[config.mk]
export PLATFORM = sky130hd
export DESIGN_NAME = sfc_cmd_decode
export DESIGN_NICKNAME = d
export VERILOG_FILES = /design/src/sfc_cmd_decode.v
export VERILOG_INCLUDE_DIRS = /design/src /design/src/inc
export SDC_FILE = /design/constraint.sdc
export NUM_CORES = 1
export LEC_CHECK = 0
export ABC_CLOCK_PERIOD_IN_PS = 3050
export BUFFER_PORTS_ARGS = -buffer_cell sky130_fd_sc_hd__buf_2
export CAP_MARGIN = 15
export CORE_MARGIN = 3
export CORE_UTILIZATION = 40
export CTS_CLUSTER_SIZE = 20
export DETAILED_ROUTE_END_ITERATION = 10
export GPL_ROUTABILITY_DRIVEN = 0
export GPL_TIMING_DRIVEN = 0
export HOLD_SLACK_MARGIN = 0.15
export MAX_ROUTING_LAYER = met4
export PLACE_DENSITY_LB_ADDON = 0.15
export SLEW_MARGIN = 20
export SYNTH_ARGS = -nofsm -noshare
export SYNTH_HDL_FRONTEND = slang
export SYNTH_SLANG_ARGS = --single-unit
[constraint.sdc]
create_clock -name ref_clk -period 3.05 [get_ports ref_clk]
set_input_delay 0.915 -clock ref_clk [delete_from_list [all_inputs] [get_ports ref_clk]]
set_output_delay 0.915 -clock ref_clk [all_outputs]
set_load 0.03 [all_outputs]
[src/inc/sfc_consts.vh]
// Constants for the serial flash command decoder: opcodes, command classes,
// shift counts and reset values. Included by the decoder only.
//
// What this block does
// - Pause pin low floats serial output immediately
// - Serial input ignored while clock and pause low
// - Chip select high during pause abandons transaction
// - Pause disabled in four-lane mode
// - Maker-part read: 00 maker first, 01 device
// - 06 sets latch, 04 clears, 01 writes status
// - 9F returns maker plus two device bytes; 05 status
// - 03 reads stream; 0B adds one dummy byte
// - 5A parameter table, 3B two-lane stream
// - AB: legacy id, also sleep exit; 90 ids
// - 20 sector, 52/D8 block, 60/C7 whole-array wipe
// - 02 page write, 2B security read, 2F lock
// - B1/C1 secure area enter/leave, B9 sleep
// - Sample on rising clock, shift out falling
// - Write-type commands need select rise on byte boundary
// - Pause starts and ends only while clock low
// - Unknown command: standby, output floated until select rises
`ifndef SFC_CONSTS_VH
`define SFC_CONSTS_VH

// ---------------------------------------------------------------
// Opcodes
// ---------------------------------------------------------------
`define SFC_OP_WRITE_UNLOCK 8'h06
`define SFC_OP_WRITE_LOCK 8'h04
`define SFC_OP_STATUS_WRITE 8'h01
`define SFC_OP_IDENT_READ 8'h9f
`define SFC_OP_STATUS_READ 8'h05
`define SFC_OP_READ 8'h03
`define SFC_OP_FAST_READ 8'h0b
`define SFC_OP_PARAM_TABLE_READ 8'h5a
`define SFC_OP_LEGACY_ID_READ 8'hab
`define SFC_OP_MAKER_PART_ID_READ 8'h90
`define SFC_OP_TWO_LANE_READ 8'h3b
`define SFC_OP_SMALL_REGION_WIPE 8'h20
`define SFC_OP_LARGE_REGION_WIPE_A 8'h52
`define SFC_OP_LARGE_REGION_WIPE_B 8'hd8
`define SFC_OP_ALL_WIPE_A 8'h60
`define SFC_OP_ALL_WIPE_B 8'hc7
`define SFC_OP_PAGE_WRITE 8'h02
`define SFC_OP_SECURITY_WORD_READ 8'h2b
`define SFC_OP_SECURITY_LOCK_WRITE 8'h2f
`define SFC_OP_SECURE_AREA_ENTER 8'hb1
`define SFC_OP_SECURE_AREA_LEAVE 8'hc1
`define SFC_OP_SLEEP_ENTRY 8'hb9

// ---------------------------------------------------------------
// Command classes
// ---------------------------------------------------------------
`define SFC_CL_BAD 3'd0
`define SFC_CL_ACT 3'd1
`define SFC_CL_OUT 3'd2
`define SFC_CL_ADDR_OUT 3'd3
`define SFC_CL_ADDR_DUMMY 3'd4
`define SFC_CL_ADDR_ACT 3'd5
`define SFC_CL_DATA_IN 3'd6
`define SFC_CL_ADDR_IN 3'd7

// ---------------------------------------------------------------
// Counts, positions and reset values
// ---------------------------------------------------------------
`define SFC_BIT_LAST 3'd7
`define SFC_BIT_FIRST 3'd0
`define SFC_BIT_ONE 3'd1
`define SFC_BIT_TWO 3'd2
`define SFC_ADDR_LAST 2'd2
`define SFC_IDENT_LAST 2'd2
`define SFC_SR_LATCH_BIT 1
`define SFC_BYTE_ZERO 8'h00
`define SFC_ADDR_ZERO 24'h000000
`define SFC_ADDR_STEP 24'h000001

`endif

[src/sfc_cmd_decode.v]
// Serial flash command decoder with pause handling and one/two-lane output.
// Assumes pins arrive asynchronous to ref_clk, serial clock well below
// ref_clk/4, and array/parameter data answered one cycle after rd_req.
`timescale 1ns/10ps
`include "sfc_consts.vh"

module sfc_cmd_decode #(
    parameter [7:0] MAKER_CODE = 8'h5c, // Arbitrary identity value
    parameter [7:0] DEVICE_HI = 8'h21, // Arbitrary identity value
    parameter [7:0] DEVICE_LO = 8'h3e, // Arbitrary identity value
    parameter [7:0] LEGACY_CODE = 8'h47 // Arbitrary identity value
) (
    // Clock and reset
    input wire ref_clk,
    input wire rst_b,
    // Serial pins
    input wire cs_b,
    input wire sclk,
    input wire si_in,
    input wire hold_b,
    output reg si_out,
    output reg si_oe,
    output reg so_out,
    output reg so_oe,
    // Device state
    input wire quad_mode,
    input wire [7:0] status_in,
    input wire [7:0] security_in,
    input wire [7:0] rd_data,
    // Array access
    output reg rd_req,
    output reg param_sel,
    output reg [23:0] mem_addr,
    output reg [7:0] wr_data,
    output reg wr_strobe,
    // Command events
    output reg status_write,
    output reg page_write,
    output reg small_region_wipe,
    output reg large_region_wipe,
    output reg all_wipe,
    output reg security_lock_write,
    // Mode flags
    output reg write_latch_flag,
    output reg secure_area,
    output reg sleeping
);

// ---------------------------------------------------------------
// States
// ---------------------------------------------------------------
localparam [2:0] ST_OP = 3'd0;
localparam [2:0] ST_ADDR = 3'd1;
localparam [2:0] ST_DUMMY = 3'd2;
localparam [2:0] ST_OUT = 3'd3;
localparam [2:0] ST_IN = 3'd4;
localparam [2:0] ST_DONE = 3'd5;
localparam [2:0] ST_STBY = 3'd6;

// ---------------------------------------------------------------
// Decoding helpers
// ---------------------------------------------------------------
// Classify an opcode by the phases that follow it
function [2:0] op_class;
    input [7:0] op;
    begin
        case (op)
            `SFC_OP_WRITE_UNLOCK, `SFC_OP_WRITE_LOCK, `SFC_OP_ALL_WIPE_A,
            `SFC_OP_ALL_WIPE_B, `SFC_OP_SECURITY_LOCK_WRITE, `SFC_OP_SECURE_AREA_ENTER,
            `SFC_OP_SECURE_AREA_LEAVE, `SFC_OP_SLEEP_ENTRY: op_class = `SFC_CL_ACT;
            `SFC_OP_IDENT_READ, `SFC_OP_STATUS_READ,
            `SFC_OP_SECURITY_WORD_READ: op_class = `SFC_CL_OUT;
            `SFC_OP_READ, `SFC_OP_LEGACY_ID_READ,
            `SFC_OP_MAKER_PART_ID_READ: op_class = `SFC_CL_ADDR_OUT;
            `SFC_OP_FAST_READ, `SFC_OP_PARAM_TABLE_READ,
            `SFC_OP_TWO_LANE_READ: op_class = `SFC_CL_ADDR_DUMMY;
            `SFC_OP_SMALL_REGION_WIPE, `SFC_OP_LARGE_REGION_WIPE_A,
            `SFC_OP_LARGE_REGION_WIPE_B: op_class = `SFC_CL_ADDR_ACT;
            `SFC_OP_STATUS_WRITE: op_class = `SFC_CL_DATA_IN;
            `SFC_OP_PAGE_WRITE: op_class = `SFC_CL_ADDR_IN;
            default: op_class = `SFC_CL_BAD;
        endcase
    end
endfunction

// Opcodes whose output comes from the array or parameter table
function is_array_read;
    input [7:0] op;
    begin
        is_array_read = (op == `SFC_OP_READ) || (op == `SFC_OP_FAST_READ) ||
                        (op == `SFC_OP_TWO_LANE_READ) || (op == `SFC_OP_PARAM_TABLE_READ);
    end
endfunction

// ---------------------------------------------------------------
// Pin synchronisers and edge detect
// ---------------------------------------------------------------
reg [3:0] sync_m;
reg [3:0] sync_s;
reg cs_d;
reg sclk_d;
wire cs_s = sync_s[0];
wire sclk_s = sync_s[1];
wire si_s = sync_s[2];
wire hold_s = sync_s[3];

// Two flip-flops per pin: {hold, si, sclk, cs}
always @(posedge ref_clk or negedge rst_b) begin
    if (!rst_b) begin
        sync_m <= 4'h9;
        sync_s <= 4'h9;
        cs_d <= 1'b1;
        sclk_d <= 1'b0;
    end else begin
        sync_m <= {hold_b, si_in, sclk, cs_b};
        sync_s <= sync_m;
        cs_d <= cs_s;
        sclk_d <= sclk_s;
    end
end

wire cs_rise = cs_s & ~cs_d;
wire sclk_rise = sclk_s & ~sclk_d;
wire sclk_fall = ~sclk_s & sclk_d;

// ---------------------------------------------------------------
// Pause tracking
// ---------------------------------------------------------------
reg hold_on;
wire hold_active = ~quad_mode & hold_on;
wire out_block = ~quad_mode & (~hold_s | hold_on);

// Pause follows the pin only while the serial clock is low
always @(posedge ref_clk or negedge rst_b) begin
    if (!rst_b) begin
        hold_on <= 1'b0;
    end else if (cs_s) begin
        hold_on <= 1'b0;
    end else if (!sclk_s) begin
        hold_on <= ~hold_s;
    end
end

wire take_in = sclk_rise & ~cs_s & ~hold_active;
wire take_out = sclk_fall & ~cs_s & ~hold_active;

// ---------------------------------------------------------------
// Command sequencer
// ---------------------------------------------------------------
reg [2:0] state;
reg [2:0] bit_cnt;
reg [1:0] byte_cnt;
reg [6:0] shift;
reg [7:0] opcode;
reg [23:0] addr;
reg got_data;
reg [2:0] out_bit;
reg out_first;
reg [7:0] cur;
reg [1:0] out_idx;
reg drive;
wire [7:0] in_byte = {shift, si_s};
wire [2:0] cls = op_class(opcode);
wire dual = (opcode == `SFC_OP_TWO_LANE_READ);
wire last_bit = (bit_cnt == `SFC_BIT_LAST);
wire on_boundary = (bit_cnt == `SFC_BIT_FIRST);

// Source of the next output byte
reg [7:0] src;
always @* begin
    case (opcode)
        `SFC_OP_IDENT_READ: begin
            case (out_idx)
                2'd0: src = MAKER_CODE;
                2'd1: src = DEVICE_HI;
                default: src = DEVICE_LO;
            endcase
        end
        `SFC_OP_STATUS_READ: begin
            src = status_in;
            src[`SFC_SR_LATCH_BIT] = write_latch_flag;
        end
        `SFC_OP_SECURITY_WORD_READ: src = security_in;
        `SFC_OP_LEGACY_ID_READ: src = LEGACY_CODE;
        `SFC_OP_MAKER_PART_ID_READ: src = (addr[0] ^ out_idx[0]) ? DEVICE_HI : MAKER_CODE;
        default: src = rd_data;
    endcase
end

wire [7:0] out_byte = out_first ? src : cur;

// Main sequencer: opcode, address, dummy, data in, data out, standby
always @(posedge ref_clk or negedge rst_b) begin
    if (!rst_b) begin
        state <= ST_OP;
        bit_cnt <= `SFC_BIT_FIRST;
        byte_cnt <= 2'd0;
        shift <= 7'h00;
        opcode <= `SFC_BYTE_ZERO;
        addr <= `SFC_ADDR_ZERO;
        got_data <= 1'b0;
        out_bit <= `SFC_BIT_LAST;
        out_first <= 1'b1;
        cur <= `SFC_BYTE_ZERO;
        out_idx <= 2'd0;
        drive <= 1'b0;
        rd_req <= 1'b0;
        param_sel <= 1'b0;
        mem_addr <= `SFC_ADDR_ZERO;
        wr_data <= `SFC_BYTE_ZERO;
        wr_strobe <= 1'b0;
        status_write <= 1'b0;
        page_write <= 1'b0;
        small_region_wipe <= 1'b0;
        large_region_wipe <= 1'b0;
        all_wipe <= 1'b0;
        security_lock_write <= 1'b0;
        write_latch_flag <= 1'b0;
        secure_area <= 1'b0;
        sleeping <= 1'b0;
        si_out <= 1'b0;
        so_out <= 1'b0;
        si_oe <= 1'b0;
        so_oe <= 1'b0;
    end else begin
        rd_req <= 1'b0;
        wr_strobe <= 1'b0;
        status_write <= 1'b0;
        page_write <= 1'b0;
        small_region_wipe <= 1'b0;
        large_region_wipe <= 1'b0;
        all_wipe <= 1'b0;
        security_lock_write <= 1'b0;
        // Select rise: commit write-type commands on a clean byte boundary
        if (cs_rise && on_boundary && !hold_active) begin
            if (state == ST_DONE) begin
                case (opcode)
                    `SFC_OP_WRITE_UNLOCK: write_latch_flag <= 1'b1;
                    `SFC_OP_WRITE_LOCK: write_latch_flag <= 1'b0;
                    `SFC_OP_SMALL_REGION_WIPE: small_region_wipe <= 1'b1;
                    `SFC_OP_LARGE_REGION_WIPE_A,
                    `SFC_OP_LARGE_REGION_WIPE_B: large_region_wipe <= 1'b1;
                    `SFC_OP_ALL_WIPE_A, `SFC_OP_ALL_WIPE_B: all_wipe <= 1'b1;
                    `SFC_OP_SECURITY_LOCK_WRITE: security_lock_write <= 1'b1;
                    `SFC_OP_SECURE_AREA_ENTER: secure_area <= 1'b1;
                    `SFC_OP_SECURE_AREA_LEAVE: secure_area <= 1'b0;
                    `SFC_OP_SLEEP_ENTRY: sleeping <= 1'b1;
                    default: ;
                endcase
            end
            if (state == ST_IN && got_data) begin
                status_write <= (opcode == `SFC_OP_STATUS_WRITE);
                page_write <= (opcode == `SFC_OP_PAGE_WRITE);
            end
            if (state != ST_OP && state != ST_STBY && opcode == `SFC_OP_LEGACY_ID_READ)
                sleeping <= 1'b0;
        end
        if (cs_s) begin
            // Deselected: state, counters and output drive return to idle; opcode and address keep their values
            state <= ST_OP;
            bit_cnt <= `SFC_BIT_FIRST;
            byte_cnt <= 2'd0;
            got_data <= 1'b0;
            out_bit <= `SFC_BIT_LAST;
            out_first <= 1'b1;
            out_idx <= 2'd0;
            drive <= 1'b0;
            param_sel <= 1'b0;
        end else begin
            if (take_in && state != ST_STBY && state != ST_OUT) begin
                shift <= in_byte[6:0];
                bit_cnt <= bit_cnt + `SFC_BIT_ONE;
                if (last_bit) begin
                    case (state)
                        ST_OP: begin
                            opcode <= in_byte;
                            if (sleeping && in_byte != `SFC_OP_LEGACY_ID_READ)
                                state <= ST_STBY;
                            else begin
                                case (op_class(in_byte))
                                    `SFC_CL_BAD: state <= ST_STBY;
                                    `SFC_CL_ACT: state <= ST_DONE;
                                    `SFC_CL_OUT: state <= ST_OUT;
                                    `SFC_CL_DATA_IN: state <= ST_IN;
                                    default: state <= ST_ADDR;
                                endcase
                            end
                        end
                        ST_ADDR: begin
                            addr <= {addr[15:0], in_byte};
                            byte_cnt <= byte_cnt + 2'd1;
                            if (byte_cnt == `SFC_ADDR_LAST) begin
                                mem_addr <= {addr[15:0], in_byte};
                                param_sel <= (opcode == `SFC_OP_PARAM_TABLE_READ);
                                rd_req <= (opcode == `SFC_OP_READ);
                                case (cls)
                                    `SFC_CL_ADDR_OUT: state <= ST_OUT;
                                    `SFC_CL_ADDR_DUMMY: state <= ST_DUMMY;
                                    `SFC_CL_ADDR_ACT: state <= ST_DONE;
                                    default: state <= ST_IN;
                                endcase
                            end
                        end
                        ST_DUMMY: begin
                            rd_req <= 1'b1;
                            state <= ST_OUT;
                        end
                        ST_IN: begin
                            wr_data <= in_byte;
                            wr_strobe <= 1'b1;
                            got_data <= 1'b1;
                        end
                        default: ;
                    endcase
                end
            end
            // Output phase: bits leave on falling serial clock edges
            if (take_out && state == ST_OUT) begin
                drive <= 1'b1;
                if (out_first) begin
                    cur <= src;
                    out_idx <= (out_idx == `SFC_IDENT_LAST) ? 2'd0 : out_idx + 2'd1;
                    if (is_array_read(opcode)) begin
                        mem_addr <= mem_addr + `SFC_ADDR_STEP;
                        rd_req <= 1'b1;
                    end
                end
                so_out <= out_byte[out_bit];
                if (dual) begin
                    si_out <= out_byte[out_bit - `SFC_BIT_ONE];
                    out_first <= (out_bit == `SFC_BIT_ONE);
                    out_bit <= (out_bit == `SFC_BIT_ONE) ? `SFC_BIT_LAST
                                                       : out_bit - `SFC_BIT_TWO;
                end else begin
                    out_first <= (out_bit == `SFC_BIT_FIRST);
                    out_bit <= out_bit - `SFC_BIT_ONE;
                end
            end
        end
        // Output enables: float in standby, on deselect and at once on pause
        so_oe <= ~cs_s & drive & (state == ST_OUT) & ~out_block;
        si_oe <= ~cs_s & drive & (state == ST_OUT) & dual & ~out_block;
    end
end

endmodule // sfc_cmd_decode

==> metrics.md <==
| Metric | Value |
|---|---|
| Outcome | completed |
| Pleak | ~3.5 nW |
| Mapped Area | 6260 µm² |
| Sink Count | 114 |
| Crit path DAT | around 3.2 ns |
| Pin count of the biggest net entering global routing | 70 |
| Drt pass-1 iters | 5 |
| Latest clock arrival within the worst-skew pair | 0.42 ns |
| Nets | between 800 and 900 |
| CTS tree | built |
| Number of DRC markers in iteration 0 | 500 |
| DRC viols | 0 |
| ANT nets after route | 0 |
| Cell Pwr Density | ~530 nW/µm² |
| Ys flop type | dfrtp_1 |
| Clock skew | ~0.018 ns |
| Tmin final | approximately 2.9 ns |
| Diode count | 0 |
| Crit path required time | between 3 and 4 ns |
| Area delta synth->final | 20.5% |
| Tcrit/Tclk final | ~94% |
| Slew @ Worst Pin | slightly above 0.8 ns |
| Layout cell share with drive strength beyond 1 | ~21% |
| CTS root buffer | clkbuf_16 |
| Initial antenna violation count | 0 |
| Class of the most critical setup path | flip-flop to flip-flop |
| CP Capture Type | flip-flop |
| Placed Cells | between 900 and 1,000 |
| I/O Buffers | 77 |
| IO Pins | 79 |
| Max-slew headroom | 44.4% |
| EDFF count, synth | 0 |
| Full die area | between 15,000 and 20,000 µm² |
| Post-layout util | 49.5% |
| RSZ-0062 raised after global routing | no |
| Detailed Place HPWL | approximately 12,000 µm |
| CTS Buf Count | 17 |
| Worst VDD drop | 0.000377 V |
| Post-synth net total | 724 |
| Avg Cell Area, Syn | between 9 and 10 µm² |
| Global-route wire length before repair | 29,100 µm |
| Hold crit path type | flip-flop to flip-flop |
| Clock buffer depth | 2 |
| Vias per cell | roughly 5.7 |
| Die Width | 131 µm |
| Final Hold Vio Count | 0 |
| Overall Global Routing Usage | between 20% and 30% |
| Initial Utilization | 41.0% |
| Hold_ws | between 0.3 and 0.4 ns |
| Max-slew violation count | 0 |
| Via count | approximately 5,700 |
| Post-route insts no fill | between 1,000 and 1,500 |
| Gr ovfl total | 0 |
| F_max | about 0.35 GHz |
| Clk slew on worst S/H paths | 0.05 ns |
| Register bit total from synthesis | between 100 and 150 |
| Vias in the first global route | 5,599 |
| Routed WL per cell | ~17 µm |
| Worst Path Max Fanout | 10 |
| Die Ht | 131 µm |
| Post-synthesis sequential area ratio | a little under half |
| H-tree levels | 4 |
| Final setup violation count | 0 |
| Row count | 45 |
| Syn. warnings | 0 |
| Most frequent cells in the layout | 105 x nand2_1, 105 x dfrtp_1, 80 x buf_2 |
| Unique masters post-synth | 75 |
| Final WL | roughly 17,000 µm |
| Max Cap Viol | 0 |
| Synth async-reset ratio | 100% |
| Worst setup SP type | flip-flop |
| Core box area | 15,300 µm² |
| Setup TNS Final | 0 ns |
| Post-synthesis cell count | 685 |
cells in the mapped netlist (all sizes together) (3+ instances only):
cell type	n	area [µm²]
nand2b	18	113
ha	8	100
clkbuf	34	128
mux4	3	67.6
o22ai	10	62.6
and3	9	56.3
o21ai	35	179
nand4	14	87.6
nor2	63	236
a221oi	3	26.3
nor4b	3	26.3
a21o	3	22.5
or3	7	48.8
nand2	105	394
a211oi	16	120
and2	3	18.8
and4	3	26.3
mux2	23	259
a31oi	4	25.0
a41oi	4	42.6
a311oi	5	43.8
a22oi	4	35.0
nor2b	5	31.3
and3b	5	43.8
a2111oi	3	26.3
dfrtp	105	2630
nand3b	5	37.5
nor4	12	75.1
nand4b	4	35.0
nor3	23	120
or4b	5	50.1
buf	7	50.0
mux2i	5	50.1
o31ai	5	37.5
inv	22	82.6
nor3b	7	52.6
dfstp	9	236
a21oi	30	161
nand3	18	90.1
o211ai	4	30.0
xor2	4	35.0
critical path, stage by stage, from the launching register on:
cell      delay [ns]
dfrtp_1         0.38
clkbuf_1        0.35
and4b_1         0.27
nand4_1         0.39
nor2_1          0.44
mux2_2          0.40
a2111o_1        0.29
o211a_1         0.13
o31a_1          0.10
sequential cells by signal, indices dropped and copies added, names as in the netlist, 4 cells and up:
signal,cells
mem_addr,24
sync_m,4
cur,8
addr,16
wr_data,8
shift,7
sync_s,4
opcode,8
routing by layer:
metal,global-route usage [%],vias to the layer above,share of wire (%)
met5,-,-,0
met4,8.69,0,1.7
met3,4.79,27,7.2
met2,30.2,231,45
met1,29.8,2765,46
li1,-,2706,-
what timing repair did:
item | in CTS | in global routing
hold buffers | 0 | 0
setup endpoints to repair | 0 | 23
resized for setup | 0 | 7
hold endpoints to repair | 0 | 0
setup buffers | 0 | 0
power breakdown:
part | leakage (nW) | switching (mW) | internal (mW)
clock | 0.273 | 0.660 | 1.22
combinational | 1.75 | 0.311 | 0.175
sequential | 1.52 | 0.0626 | 1.56
path summary, 6_finish.rpt:
check | startpoint | endpoint | slack (ns) | depth (start not counted)
worst min-delay path | sync_m[1] | sync_s[1] | 0.35 | 0
worst min register to register | sync_m[1] | sync_s[1] | 0.35 | 0
min in group asynchronous | rst_b | cur[7] | 0.42 | 1
max in group asynchronous | rst_b | write_latch_flag | 1.92 | 2
worst max register to register | opcode[0] | si_out | 0.18 | 8
worst max-delay path | opcode[0] | si_out | 0.18 | 8
metrics by stage:
step           instance area (µm²)  total power, mW  setup WS (ns)
6_report                      7550             3.99          0.176
5_1_grt                       7550             4.17        0.00263
4_1_cts                       7510             4.03         0.0212
3_5_place_dp                  6950             2.13         -0.304
3_3_place_gp                  6910             2.12         -0.478
2_1_floorplan                 6260             1.93          0.539
cell type report:
cell class / count / area [µm²]
buffer: 41 / 178
clock buffer: 27 / 513
clock inverter: 4 / 47.5
fill: 1431 / 7710
inverter: 23 / 86.3
multi-input combinational: 507 / 3180
sequential: 114 / 2860
tap: 211 / 264
timing repair buffer: 78 / 419
logic make-up after synthesis:
family / synth area share, %
xor+xnor: 0.839
compound gates: 16.2
mux: 6.01
fa+ha+maj: 1.60
buf+inv: 4.22
simple gates: 25.4
flops: 45.7
(Power assumes the default switching activity.)
